### src/design/rgfc_defs.vh
// Notes on behaviour
// - 6-bit gain code, -12 to +48 dB, 1 dB
// - 3-bit gain code, -12 to +36 dB, 8 dB
// - table splits gain into coarse 6 dB, fine 1 dB
// - offset calibration at power-up and on host request
// - calibration shorts first stage, forces high gain
// - servo steps DAC until offset within +/-32 codes
// - cutoff target write starts filter calibration under 100 us
// - filter on by default, bit 0 clear bypasses
// - 8-bit cutoff target held and driven to filter
`ifndef RGFC_DEFS_VH
`define RGFC_DEFS_VH

// =============================================================
// register map
`define RGFC_ADDR_FILT_CTRL     8'h07
`define RGFC_ADDR_FILT_TARGET   8'h08
`define RGFC_ADDR_OFFS_CAL      8'h09
`define RGFC_FILT_EN_BIT        0
`define RGFC_OFFS_START_BIT     0
`define RGFC_OFFS_BUSY_BIT      1
`define RGFC_FCAL_BUSY_BIT      2
`define RGFC_FILT_CTRL_RST      8'h01
`define RGFC_FILT_TARGET_RST    8'h80

// =============================================================
// gain table
`define RGFC_GAIN_MIN_DB        12
`define RGFC_IDX6_MAX           6'h3C
`define RGFC_CODE3_MAX          3'h6
`define RGFC_COARSE_STEP        6'h06
`define RGFC_COARSE_MAX         4'h9
`define RGFC_FINE_MAX           3'h6

// =============================================================
// offset servo
`define RGFC_OFFS_WINDOW        10'sd32
`define RGFC_CAL_DAC_RST        8'h80
`define RGFC_SERVO_MAX_STEPS    8'hFF

// =============================================================
// filter calibration timing
`define RGFC_CLK_MHZ            25
`define RGFC_FCAL_TIME_US       100
// timer load value; busy lasts load + 1 cycles, kept one cycle short of
// the limit so the calibration really ends under it
`define RGFC_FCAL_CYCLES        ((`RGFC_FCAL_TIME_US * `RGFC_CLK_MHZ) - 2)

`endif

### src/design/rgfc_gain_lut.v
`timescale 1ns/100ps
`include "rgfc_defs.vh"

// =============================================================
// gain split table: gain index (dB + 12) to coarse and fine steps
module rgfc_gain_lut
(
    input  wire       mclk_i,
    input  wire       rst_i,
    input  wire [5:0] gain_idx_i,
    output reg  [3:0] coarse_o,
    output reg  [2:0] fine_o
);

    // coarse takes whole 6 dB steps, fine takes the rest
    function [3:0] coarse_of;
        input [5:0] idx;
        reg   [5:0] quo;
        begin
            quo = idx / `RGFC_COARSE_STEP;
            if (idx >= 6'd54)
                coarse_of = `RGFC_COARSE_MAX;
            else
                coarse_of = quo[3:0];
        end
    endfunction

    wire [3:0] nxt_coarse = coarse_of(gain_idx_i);
    wire [5:0] used_db    = {2'b00, nxt_coarse} * `RGFC_COARSE_STEP;
    wire [5:0] fine_db    = gain_idx_i - used_db;  // always below 7 by construction

    // registered read data, like a small rom
    always @(posedge mclk_i or posedge rst_i)
    begin
        if (rst_i)
        begin
            coarse_o <= 4'h0;
            fine_o   <= 3'h0;
        end
        else
        begin
            coarse_o <= nxt_coarse;
            fine_o   <= fine_db[2:0];
        end
    end

endmodule // rgfc_gain_lut

### src/design/rgfc_top.v
`timescale 1ns/100ps
`include "rgfc_defs.vh"

// =============================================================
// receive gain and filter control
module rgfc_top
(
    input  wire        mclk_i,
    input  wire        rst_i,
    input  wire        reg_wr_i,
    input  wire        reg_rd_i,
    input  wire [7:0]  reg_addr_i,
    input  wire [7:0]  reg_wdata_i,
    input  wire        gain_load_i,
    input  wire        gain_mode3_i,
    input  wire [5:0]  gain_code_i,
    input  wire        adc_valid_i,
    input  wire [9:0]  adc_offset_i,
    output wire [7:0]  reg_rdata_o,
    output wire [3:0]  coarse_gain_stage_o,
    output wire [2:0]  fine_gain_stage_o,
    output wire        input_short_o,
    output wire [7:0]  cal_dac_o,
    output wire        offset_cal_busy_o,
    output wire        filter_enable_o,
    output wire [7:0]  filter_target_o,
    output wire        filter_cal_busy_o
);

    localparam [1:0] ST_IDLE  = 2'b01;
    localparam [1:0] ST_SERVO = 2'b10;

    reg  [7:0]  rdata_ff;
    reg  [7:0]  filt_ctrl_ff;
    reg  [7:0]  filt_target_ff;
    reg         fcal_busy_ff;
    reg  [11:0] fcal_cnt_ff;
    reg  [1:0]  state_ff;
    reg  [1:0]  nxt_state;
    reg  [7:0]  cal_dac_ff;
    reg  [7:0]  nxt_cal_dac;
    reg  [7:0]  steps_ff;
    reg  [7:0]  nxt_steps;
    reg         cal_req_ff;
    reg  [5:0]  gain_idx_ff;
    reg  [5:0]  pend_idx_ff;
    reg         pend_ff;
    reg  [3:0]  coarse_ff;
    reg  [2:0]  fine_ff;
    reg         short_ff;
    wire [3:0]  lut_coarse;
    wire [2:0]  lut_fine;
    // timer load kept as a full word, then cut to the counter width
    wire [31:0] fcal_load = `RGFC_FCAL_CYCLES;

    wire wr_ctrl   = reg_wr_i && (reg_addr_i == `RGFC_ADDR_FILT_CTRL);
    wire wr_target = reg_wr_i && (reg_addr_i == `RGFC_ADDR_FILT_TARGET);
    wire wr_offs   = reg_wr_i && (reg_addr_i == `RGFC_ADDR_OFFS_CAL);
    wire cal_on    = state_ff[1];
    wire cal_done  = cal_on && (nxt_state == ST_IDLE);

    // gain code to table index, clamped so a bad code cannot overrun
    function [5:0] gain_to_idx;
        input [5:0] code;
        input       mode3;
        begin
            if (mode3)
            begin
                if (code[2:0] > `RGFC_CODE3_MAX)
                    gain_to_idx = {`RGFC_CODE3_MAX, 3'h0};
                else
                    gain_to_idx = {code[2:0], 3'h0};
            end
            else if (code > `RGFC_IDX6_MAX)
                gain_to_idx = `RGFC_IDX6_MAX;
            else
                gain_to_idx = code;
        end
    endfunction

    // =============================================================
    // register file
    always @(posedge mclk_i or posedge rst_i)
    begin
        if (rst_i)
        begin
            filt_ctrl_ff   <= `RGFC_FILT_CTRL_RST;
            filt_target_ff <= `RGFC_FILT_TARGET_RST;
            rdata_ff       <= 8'h00;
        end
        else
        begin
            if (wr_ctrl)
                filt_ctrl_ff <= reg_wdata_i;
            if (wr_target)
                filt_target_ff <= reg_wdata_i;
            if (reg_rd_i)
            begin
                case (reg_addr_i)
                    `RGFC_ADDR_FILT_CTRL:   rdata_ff <= filt_ctrl_ff;
                    `RGFC_ADDR_FILT_TARGET: rdata_ff <= filt_target_ff;
                    `RGFC_ADDR_OFFS_CAL:    rdata_ff <= {5'h00, fcal_busy_ff, cal_on, 1'b0};
                    default:                rdata_ff <= 8'h00;
                endcase
            end
        end
    end

    // =============================================================
    // filter calibration timer; every target write restarts it,
    // so a rewrite of the same value recalibrates for drift
    always @(posedge mclk_i or posedge rst_i)
    begin
        if (rst_i)
        begin
            fcal_busy_ff <= 1'b0;
            fcal_cnt_ff  <= 12'h000;
        end
        else if (wr_target)
        begin
            fcal_busy_ff <= 1'b1;
            fcal_cnt_ff  <= fcal_load[11:0];
        end
        else if (fcal_busy_ff)
        begin
            if (fcal_cnt_ff == 12'h000)
                fcal_busy_ff <= 1'b0;
            else
                fcal_cnt_ff <= fcal_cnt_ff - 12'h001;
        end
    end

    // =============================================================
    // offset servo; a step cap ends a loop that cannot converge
    always @*
    begin
        nxt_state   = state_ff;
        nxt_cal_dac = cal_dac_ff;
        nxt_steps   = steps_ff;
        case (state_ff)
            ST_IDLE:
            begin
                if (cal_req_ff)
                begin
                    nxt_state = ST_SERVO;
                    nxt_steps = 8'h00;
                end
            end
            ST_SERVO:
            begin
                if (adc_valid_i)
                begin
                    if ($signed(adc_offset_i) > `RGFC_OFFS_WINDOW)
                        nxt_cal_dac = cal_dac_ff - 8'h01;
                    else if ($signed(adc_offset_i) < -`RGFC_OFFS_WINDOW)
                        nxt_cal_dac = cal_dac_ff + 8'h01;
                    else
                        nxt_state = ST_IDLE;
                    nxt_steps = steps_ff + 8'h01;
                    if (steps_ff == `RGFC_SERVO_MAX_STEPS)
                        nxt_state = ST_IDLE;
                end
            end
            default:
                nxt_state = ST_IDLE;
        endcase
    end

    // request flag is loaded high by reset for the power-up run;
    // a host request during a run is kept for one more run
    always @(posedge mclk_i or posedge rst_i)
    begin
        if (rst_i)
        begin
            state_ff   <= ST_IDLE;
            cal_dac_ff <= `RGFC_CAL_DAC_RST;
            steps_ff   <= 8'h00;
            cal_req_ff <= 1'b1;
        end
        else
        begin
            state_ff   <= nxt_state;
            cal_dac_ff <= nxt_cal_dac;
            steps_ff   <= nxt_steps;
            if (wr_offs && reg_wdata_i[`RGFC_OFFS_START_BIT])
                cal_req_ff <= 1'b1;
            else if (state_ff == ST_IDLE)
                cal_req_ff <= 1'b0;
        end
    end

    // =============================================================
    // gain code capture; held while the servo runs
    always @(posedge mclk_i or posedge rst_i)
    begin
        if (rst_i)
        begin
            gain_idx_ff <= 6'h00;
            pend_idx_ff <= 6'h00;
            pend_ff     <= 1'b0;
        end
        else if (cal_on && !cal_done)
        begin
            if (gain_load_i)
            begin
                pend_idx_ff <= gain_to_idx(gain_code_i, gain_mode3_i);
                pend_ff     <= 1'b1;
            end
        end
        else if (gain_load_i)
        begin
            gain_idx_ff <= gain_to_idx(gain_code_i, gain_mode3_i);
            pend_ff     <= 1'b0;
        end
        else if (pend_ff)
        begin
            gain_idx_ff <= pend_idx_ff;
            pend_ff     <= 1'b0;
        end
    end

    rgfc_gain_lut u_lut
    (
        .mclk_i     (mclk_i),
        .rst_i      (rst_i),
        .gain_idx_i (gain_idx_ff),
        .coarse_o   (lut_coarse),
        .fine_o     (lut_fine)
    );

    // =============================================================
    // stage drive; calibration overrides the table
    always @(posedge mclk_i or posedge rst_i)
    begin
        if (rst_i)
        begin
            coarse_ff <= 4'h0;
            fine_ff   <= 3'h0;
            short_ff  <= 1'b0;
        end
        else
        begin
            short_ff  <= cal_on;
            coarse_ff <= cal_on ? `RGFC_COARSE_MAX : lut_coarse;
            fine_ff   <= cal_on ? `RGFC_FINE_MAX : lut_fine;
        end
    end

    assign reg_rdata_o         = rdata_ff;
    assign coarse_gain_stage_o = coarse_ff;
    assign fine_gain_stage_o   = fine_ff;
    assign input_short_o       = short_ff;
    assign cal_dac_o           = cal_dac_ff;
    assign offset_cal_busy_o   = state_ff[1];
    assign filter_enable_o     = filt_ctrl_ff[`RGFC_FILT_EN_BIT];
    assign filter_target_o     = filt_target_ff;
    assign filter_cal_busy_o   = fcal_busy_ff;

endmodule // rgfc_top

### config.mk
export PLATFORM = sky130hd
export DESIGN_NAME = rgfc_top
export DESIGN_NICKNAME = d
export VERILOG_FILES = /design/src/design/rgfc_gain_lut.v /design/src/design/rgfc_top.v
export VERILOG_INCLUDE_DIRS = /design/src /design/src/design
export SDC_FILE = /design/constraint.sdc
export NUM_CORES = 1
export LEC_CHECK = 0
export BUFFER_PORTS_ARGS = -buffer_cell sky130_fd_sc_hd__buf_2
export CAP_MARGIN = 0
export CELL_PAD_IN_SITES_DETAIL_PLACEMENT = 1
export CELL_PAD_IN_SITES_GLOBAL_PLACEMENT = 1
export CORE_AREA = 2 2 101 103
export CTS_BUF_LIST = sky130_fd_sc_hd__clkbuf_8
export DETAILED_ROUTE_END_ITERATION = 10
export DIE_AREA = 0 0 103 105
export PLACE_DENSITY = 0.91
export SLEW_MARGIN = 20
export SYNTH_ARGS = -nofsm -noshare
export SYNTH_HDL_FRONTEND = slang
export SYNTH_SLANG_ARGS = --single-unit
### constraint.sdc
create_clock -name mclk_i -period 2.8 [get_ports mclk_i]
set_input_delay 0.28 -clock mclk_i [delete_from_list [all_inputs] [get_ports mclk_i]]
set_output_delay 0.28 -clock mclk_i [all_outputs]
set_load 0.05 [all_outputs]
## After elaboration in Yosys (flattened, before gate mapping)

Cells that the tools add are included.

| operators by class | value |
|---|---|
| add/subtract/negate cells | 5 |
| muxes and demuxes | 30 |
| bitwise gates (word level) | 1 |
| reductions and logical operators | 18 |
| shift-type cells | 0 |
| equality and inequality tests | 11 |
| $lt $le $gt $ge | 5 |
| multipliers | 1 |
| div/mod/pow operators | 1 |

Operators by type and width:

| operator | count |
|---|---|
| $mux 12 | 3 |
| $mux 8 | 4 |
| $mux 6 | 5 |
| $pmux 8 s3 | 1 |
| $add 8x1->8 const B | 2 |
| $eq 8x4->1 const B | 2 |
| $pmux 8 s2 | 1 |
| $logic_not 12->1 | 1 |
| $sub 12x1->12 const B | 1 |
| $gt 10x7->1 const B | 1 |
| $lt 10x6->1 const B | 1 |
| $mux 2 | 5 |
| $reduce_bool 2->1 | 5 |
| $eq 8x3->1 const B | 1 |
| $eq 8x8->1 const B | 1 |
| $mux 4 | 2 |
| $ne 2x2->1 const B | 4 |
| $sub 8x1->8 const B | 1 |
| $mux 1 | 7 |
| $div 6x3->6 const B | 1 |
| $ge 6x6->1 const B | 1 |
| $gt 6x6->1 const B | 1 |
| $logic_and 1x1->1 | 6 |
| $reduce_and 2->1 | 3 |
| 10 further kinds | 12 |

| word-level totals | value |
|---|---|
| latch bits | 0 |
| register bits | 84 |
| bits in writable memories | 0 |
| output and inout bits | 35 |
| ROM bits | 0 |
| memories kept | 0 |
| word-level logic and storage cells | 89 |
| input bits | 39 |

## Longest topological paths before layout

| logic depth | value |
|---|---|
| word-level depth | 12 |
| depth in mapped cells | 11 |
| mapped depth without buffers | 11 |

## By module

A second synthesis with hierarchy kept.

| unflattened totals | value |
|---|---|
| cells, all modules | 414 |
| area total of the unflattened synthesis | 4241.6 um^2 |

By module, submodules not included:

| module | cells an instance | seq. area each (um^2) | times used | area each (um^2) |
|---|---|---|---|---|
| rgfc_top | 363 | 1933.1 | 1 | 3761.1 |
| rgfc_gain_lut | 51 | 175.2 | 1 | 480.5 |

## Worst setup path after synthesis

Ideal clock, no wire load.

| timing | value |
|---|---|
| kind | input port to flip-flop |
| start | input adc_offset_i[1] |
| end | register cal_dac_ff[7] (netlist: cal_dac_o[7]) |
| slack | 0.181 ns |
| arrival | 2.543 ns |
| required time | 2.724 ns |
| stages | 11 |
| buffers on the path | 0 |
| library setup time | 0.076 ns |
| path through | or4_1 o21ai_0 nand2_1 nand2_1 inv_1 ha_1 a211oi_1 o21ai_0 a31oi_1 mux2i_1 xnor2_1 |

| on the way | value |
|---|---|
| cells in the longest elaborated chain, start to end | 3 |
| elaborated cells between the ends (all ways) | 5 |
| classes of those cells | order compare (2); mux (1); reduce/logical (2) |

RTL lines:

| element | line | text |
|---|---|---|
| start: declaration | rgfc_top.v:18 | `input wire [9:0] adc_offset_i,` |
| $gt 10x7->1 (no source line) or $lt 10x6->1 (tied branches) | - |  |
| $reduce_bool 2->1 (no source line) | - |  |
| $reduce_and 3->1 (no source line) | - |  |
| end signal: assignment | rgfc_top.v:176 | `` cal_dac_ff <= `RGFC_CAL_DAC_RST; `` |
| end signal: assignment | rgfc_top.v:183 | `cal_dac_ff <= nxt_cal_dac;` |
| end: declaration | rgfc_top.v:40 | `reg [7:0] cal_dac_ff;` |

Several ways; a longest one is shown, not always the timed one.
A chain may end at the register's enable or synchronous reset.

## Worst setup path in the final report

| timing | value |
|---|---|
| start | register state_ff[1] |
| end | register steps_ff[5] |

| on the way | value |
|---|---|
| cells in the longest elaborated chain, start to end | 3 |
| elaborated cells between the ends (all ways) | 7 |
| classes of those cells | eq/ne (4); mux (1); reduce/logical (2) |

RTL lines:

| element | line | text |
|---|---|---|
| start: declaration | rgfc_top.v:38 | `reg [1:0] state_ff;` |
| start signal: assignment | rgfc_top.v:182 | `state_ff <= nxt_state;` |
| $eq 2x1->1 or $eq 2x2->1 (tied branches) | rgfc_top.v:140 | `case (state_ff)` |
| $ne 2x2->1 (no source line) or $reduce_bool 2->1 (tied branches) | - |  |
| $reduce_and 3->1 (no source line) | - |  |
| end signal: assignment | rgfc_top.v:184 | `steps_ff <= nxt_steps;` |
| end: declaration | rgfc_top.v:42 | `reg [7:0] steps_ff;` |

Several ways; a longest one is shown, not always the timed one.

==> flow_metrics.env <==
export IMPL_finalMaxSlewViolations=0
export IMPL_synth_simple_gate_area_share=0.1353
export IMPL_synth_async_sr_flop_share=1.000
export IMPL_hold_viol=0
export IMPL_timing_critical_path_slowest_cell_delay_ns=0.56
export IMPL_reg_clk_slew_reported_paths_ns=0.10
export IMPL_grt_setup_unrepaired="false"
export IMPL_netlist_top_cell_by_area="dfrtp_1"
export IMPL_post_layout_minimum_cycle_time_ns=2.509
export IMPL_mostFrequentLayoutCells="dfrtp_1, buf_2, nand2_1"
export IMPL_postCtsSetupBuffers=0
export IMPL_synthesis_instances=405
export IMPL_design_portCount=74
export IMPL_detail_route_wl_per_cell_microns=17.20
export IMPL_critical_path_slowest_cell="dfrtp_1"
export IMPL_cp_buffers_inverters=1
export IMPL_layout_cells_sized_above_1=0.2933
export IMPL_timing_critical_path_arrival_ns=2.79
export IMPL_ys_seq_area_frac=0.4976
export IMPL_htree_num_levels=3
export IMPL_ratio_of_final_minimum_period_to_clock_period=0.8961
export IMPL_cts_tree="done"
export IMPL_grt_pass1_wl_mm=17.91
export IMPL_power_per_cell_area_mw_per_mm2=763.6
export IMPL_min_to="filter_target_o[3]"
export IMPL_ys_warnings_count=0
export IMPL_drc=0
export IMPL_floorplan_initialDensity=0.4395
export IMPL_die_w_microns=103
export IMPL_worstSetupPathType="reg2reg"
export IMPL_synth_top_area_share=0.4666
export IMPL_min_path_cells=2
export IMPL_final_nets=537
export IMPL_cp_data_required_time_ns=3.08
export IMPL_globalRouteTotalUtil=0.2110
export IMPL_floorplan_rows=36
export IMPL_synthMuxAreaShare=0.07797
export IMPL_drt_iter0_markers=73
export IMPL_synth_edff_count=0
export IMPL_post_synth_main_area_contributors="dfrtp_1, mux2_2, ha_1"
export IMPL_drt_first_pass_iters=4
export IMPL_die_area_sq_mm=0.01082
export IMPL_power_total_mw=3.839
export IMPL_clock_skew_ns=0.01696
export IMPL_reg2reg_to="steps_ff[5]"
export IMPL_core_area_sq_mm=0.009639
export IMPL_timing_worst_slew_pin_value_ns=0.6634
export IMPL_worstPathMaxFanout=15
export IMPL_total_cts_buffers=9
export IMPL_gp_congestion=0.8622
export IMPL_power_ir_vdd_worst_mv=0.3997
export IMPL_clock_sinks=84
export IMPL_postSynthAreaPerCell_sq_um=10.46
export IMPL_worst_slew_margin_rel=0.5572
export IMPL_hold_path_startpoint="reg_wdata_i[3]"
export IMPL_detailed_route_vias_per_instance=5.537
export IMPL_antenna_found_initial=0
export IMPL_end_kind="register"
export IMPL_total_number_of_vias=3455
export IMPL_end_of_flow_core_utilization=0.5215
export IMPL_status="completed"
export IMPL_syn_num_nets=456
export IMPL_place_detailed_hpwl_mm=7.854
export IMPL_worst_r2r_src="state_ff[1]"
export IMPL_synth_main_ff_cell="dfrtp_1"
export IMPL_pin_count_of_the_biggest_net_entering_global_routing=38
export IMPL_synth_fa_ha_area_frac=0.03721
export IMPL_antenna_nets_post_route=0
export IMPL_port_buffers=73
export IMPL_dominant_combinational_cell_family_by_area_after_synthesis="compound AO/OA/AOI/OAI gates"
export IMPL_critical_path_startpoint_type="register"
export IMPL_timing_hold_worst_class="in2reg"
export IMPL_synth_compound_area_frac=0.1781
export IMPL_synthToLayoutAreaGrowth_pct=18.67
export IMPL_leakage_nw=2.355
export IMPL_vias_in_the_first_global_route=3731
export IMPL_path_cells="inv_1 -> ha_1 -> nor2_1 -> a2111oi_2 -> nand3_1 -> or3_1 -> a21oi_1"
export IMPL_finalWirelength_mm=10.73
export IMPL_skew_pair_late_insertion_delay_ns=0.36
export IMPL_final_setup_viol_count=0
export IMPL_mostFrequentLayoutCell="dfrtp_1"
export IMPL_post_synth_num_cell_types=57
export IMPL_hold_ws_ns=0.1587
export IMPL_regToRegSetupSlack_ns=0.29
export IMPL_antenna_diode_count=0
export IMPL_cts_root_buffer_cell="clkbuf_8"
export IMPL_netlist_area_sq_mm=0.004237
export IMPL_count_of_max_cap_constraint_violations=0
export IMPL_worstRegToRegCells=7
export IMPL_synth_xor_xnor_area_share=0.03721
export IMPL_dieHeight_microns=105
export IMPL_clock_fmax_mhz=398.6
export IMPL_ffs_latches_synth=84
export IMPL_global_route_overflow_total=0
export IMPL_largest_delay_share_family_worst_path="simple AND/OR/NAND/NOR gates"
export IMPL_cts_buffer_depth=2
==> cells by family (layout without fill, tap and decap cells) <==
logic type,after synthesis,count (layout)
buffers and inverters,39,125
multiplexers,30,30
flip-flops,84,84
XOR/XNOR,18,18
adder cells (fa/ha/maj),12,12
AO/OA/AOI/OAI,108,108
AND/OR/NAND/NOR,114,114
==> through the flow <==
| step | area, sq um | TNS, ns | cells | worst slack (ns) |
|---|---|---|---|---|
| floorplan | 4237 | 0 | 405 | 0.1814 |
| global placement | 4783 | 0 | 607 | 0.04722 |
| detailed placement | 4783 | -0.2908 | 607 | -0.1443 |
| CTS | 5022 | 0 | 624 | 0.2154 |
| global route | 5027 | 0 | 624 | 0.1080 |
| finish | 5027 | 0 | 624 | 0.2910 |
==> worst max-delay path by stage <==
stage | start | endpoint | slack, ns | cells after the start
6_report | state_ff[1] | steps_ff[5] | 0.29 | 7
5_1_grt | state_ff[1] | steps_ff[5] | 0.11 | 7
4_1_cts | adc_offset_i[1] | cal_dac_o[7] | 0.22 | 12
3_5_place_dp | adc_offset_i[1] | cal_dac_o[7] | -0.14 | 12
3_3_place_gp | adc_offset_i[1] | cal_dac_o[7] | 0.05 | 12
2_1_floorplan | adc_offset_i[1] | cal_dac_o[7] | 0.18 | 11
==> cells in the mapped netlist (all sizes together), types with 4 or more instances <==
library cell  number
nand2             32
o2bb2ai            6
o21a               8
nor2              26
inv               25
o211ai             7
buf                4
nor3               7
nand3             10
nor4               5
xnor2             11
and2               4
clkbuf            10
a21oi             18
nor2b              7
mux2i              6
xor2               7
or2                5
dfrtp             79
o21ai             24
ha                11
mux2              24
a22oi             11
dfstp              5
o22ai              7
==> where the power goes <==
| group | internal [mW] | total (mW) | switching, mW |
|---|---|---|---|
| logic | 0.437 | 1.22 | 0.780 |
| registers | 1.44 | 1.62 | 0.180 |
| clock network | 0.518 | 1.01 | 0.487 |
==> layout make-up <==
type                            count  area [sq um]
Inverter                           25         95.09
Clock inverter                      7         105.1
Clock buffer                        9         123.9
Timing Repair Buffer               84         450.4
Sequential cell                    84          2108
Fill cell                        1116          4612
Multi-Input combinational cell    282          1978
Tap cell                          133         166.4
==> flip-flops by register name, summed over array words and instances (netlist names) <==
register and count:
fcal_cnt_ff 12, cal_dac_o 8, filt_ctrl_ff 8, filter_target_o 8, reg_rdata_o 8, steps_ff 8
gain_idx_ff 6, pend_idx_ff 6, coarse_gain_stage_o 4, u_lut.coarse_o 4, fine_gain_stage_o 3, u_lut.fine_o 3
state_ff 2, cal_req_ff 1, filter_cal_busy_o 1, input_short_o 1, pend_ff 1
==> routing by layer <==
layer  vias up  routed length, microns  track usage
met4         0                     222      0.08741
li1       1610                       -            -
met5         -                       0            0
met1      1738                    4366       0.2440
met2        87                    5722       0.3794
met3        20                     422      0.03278
==> repair_timing <==
item | in CTS | in global routing
gates resized for setup | 0 | 2
hold buffers | 1 | 0
endpoints found under the setup margin | 0 | 1
hold endpoints to repair | 22 | 0
(Power assumes the default switching activity.)
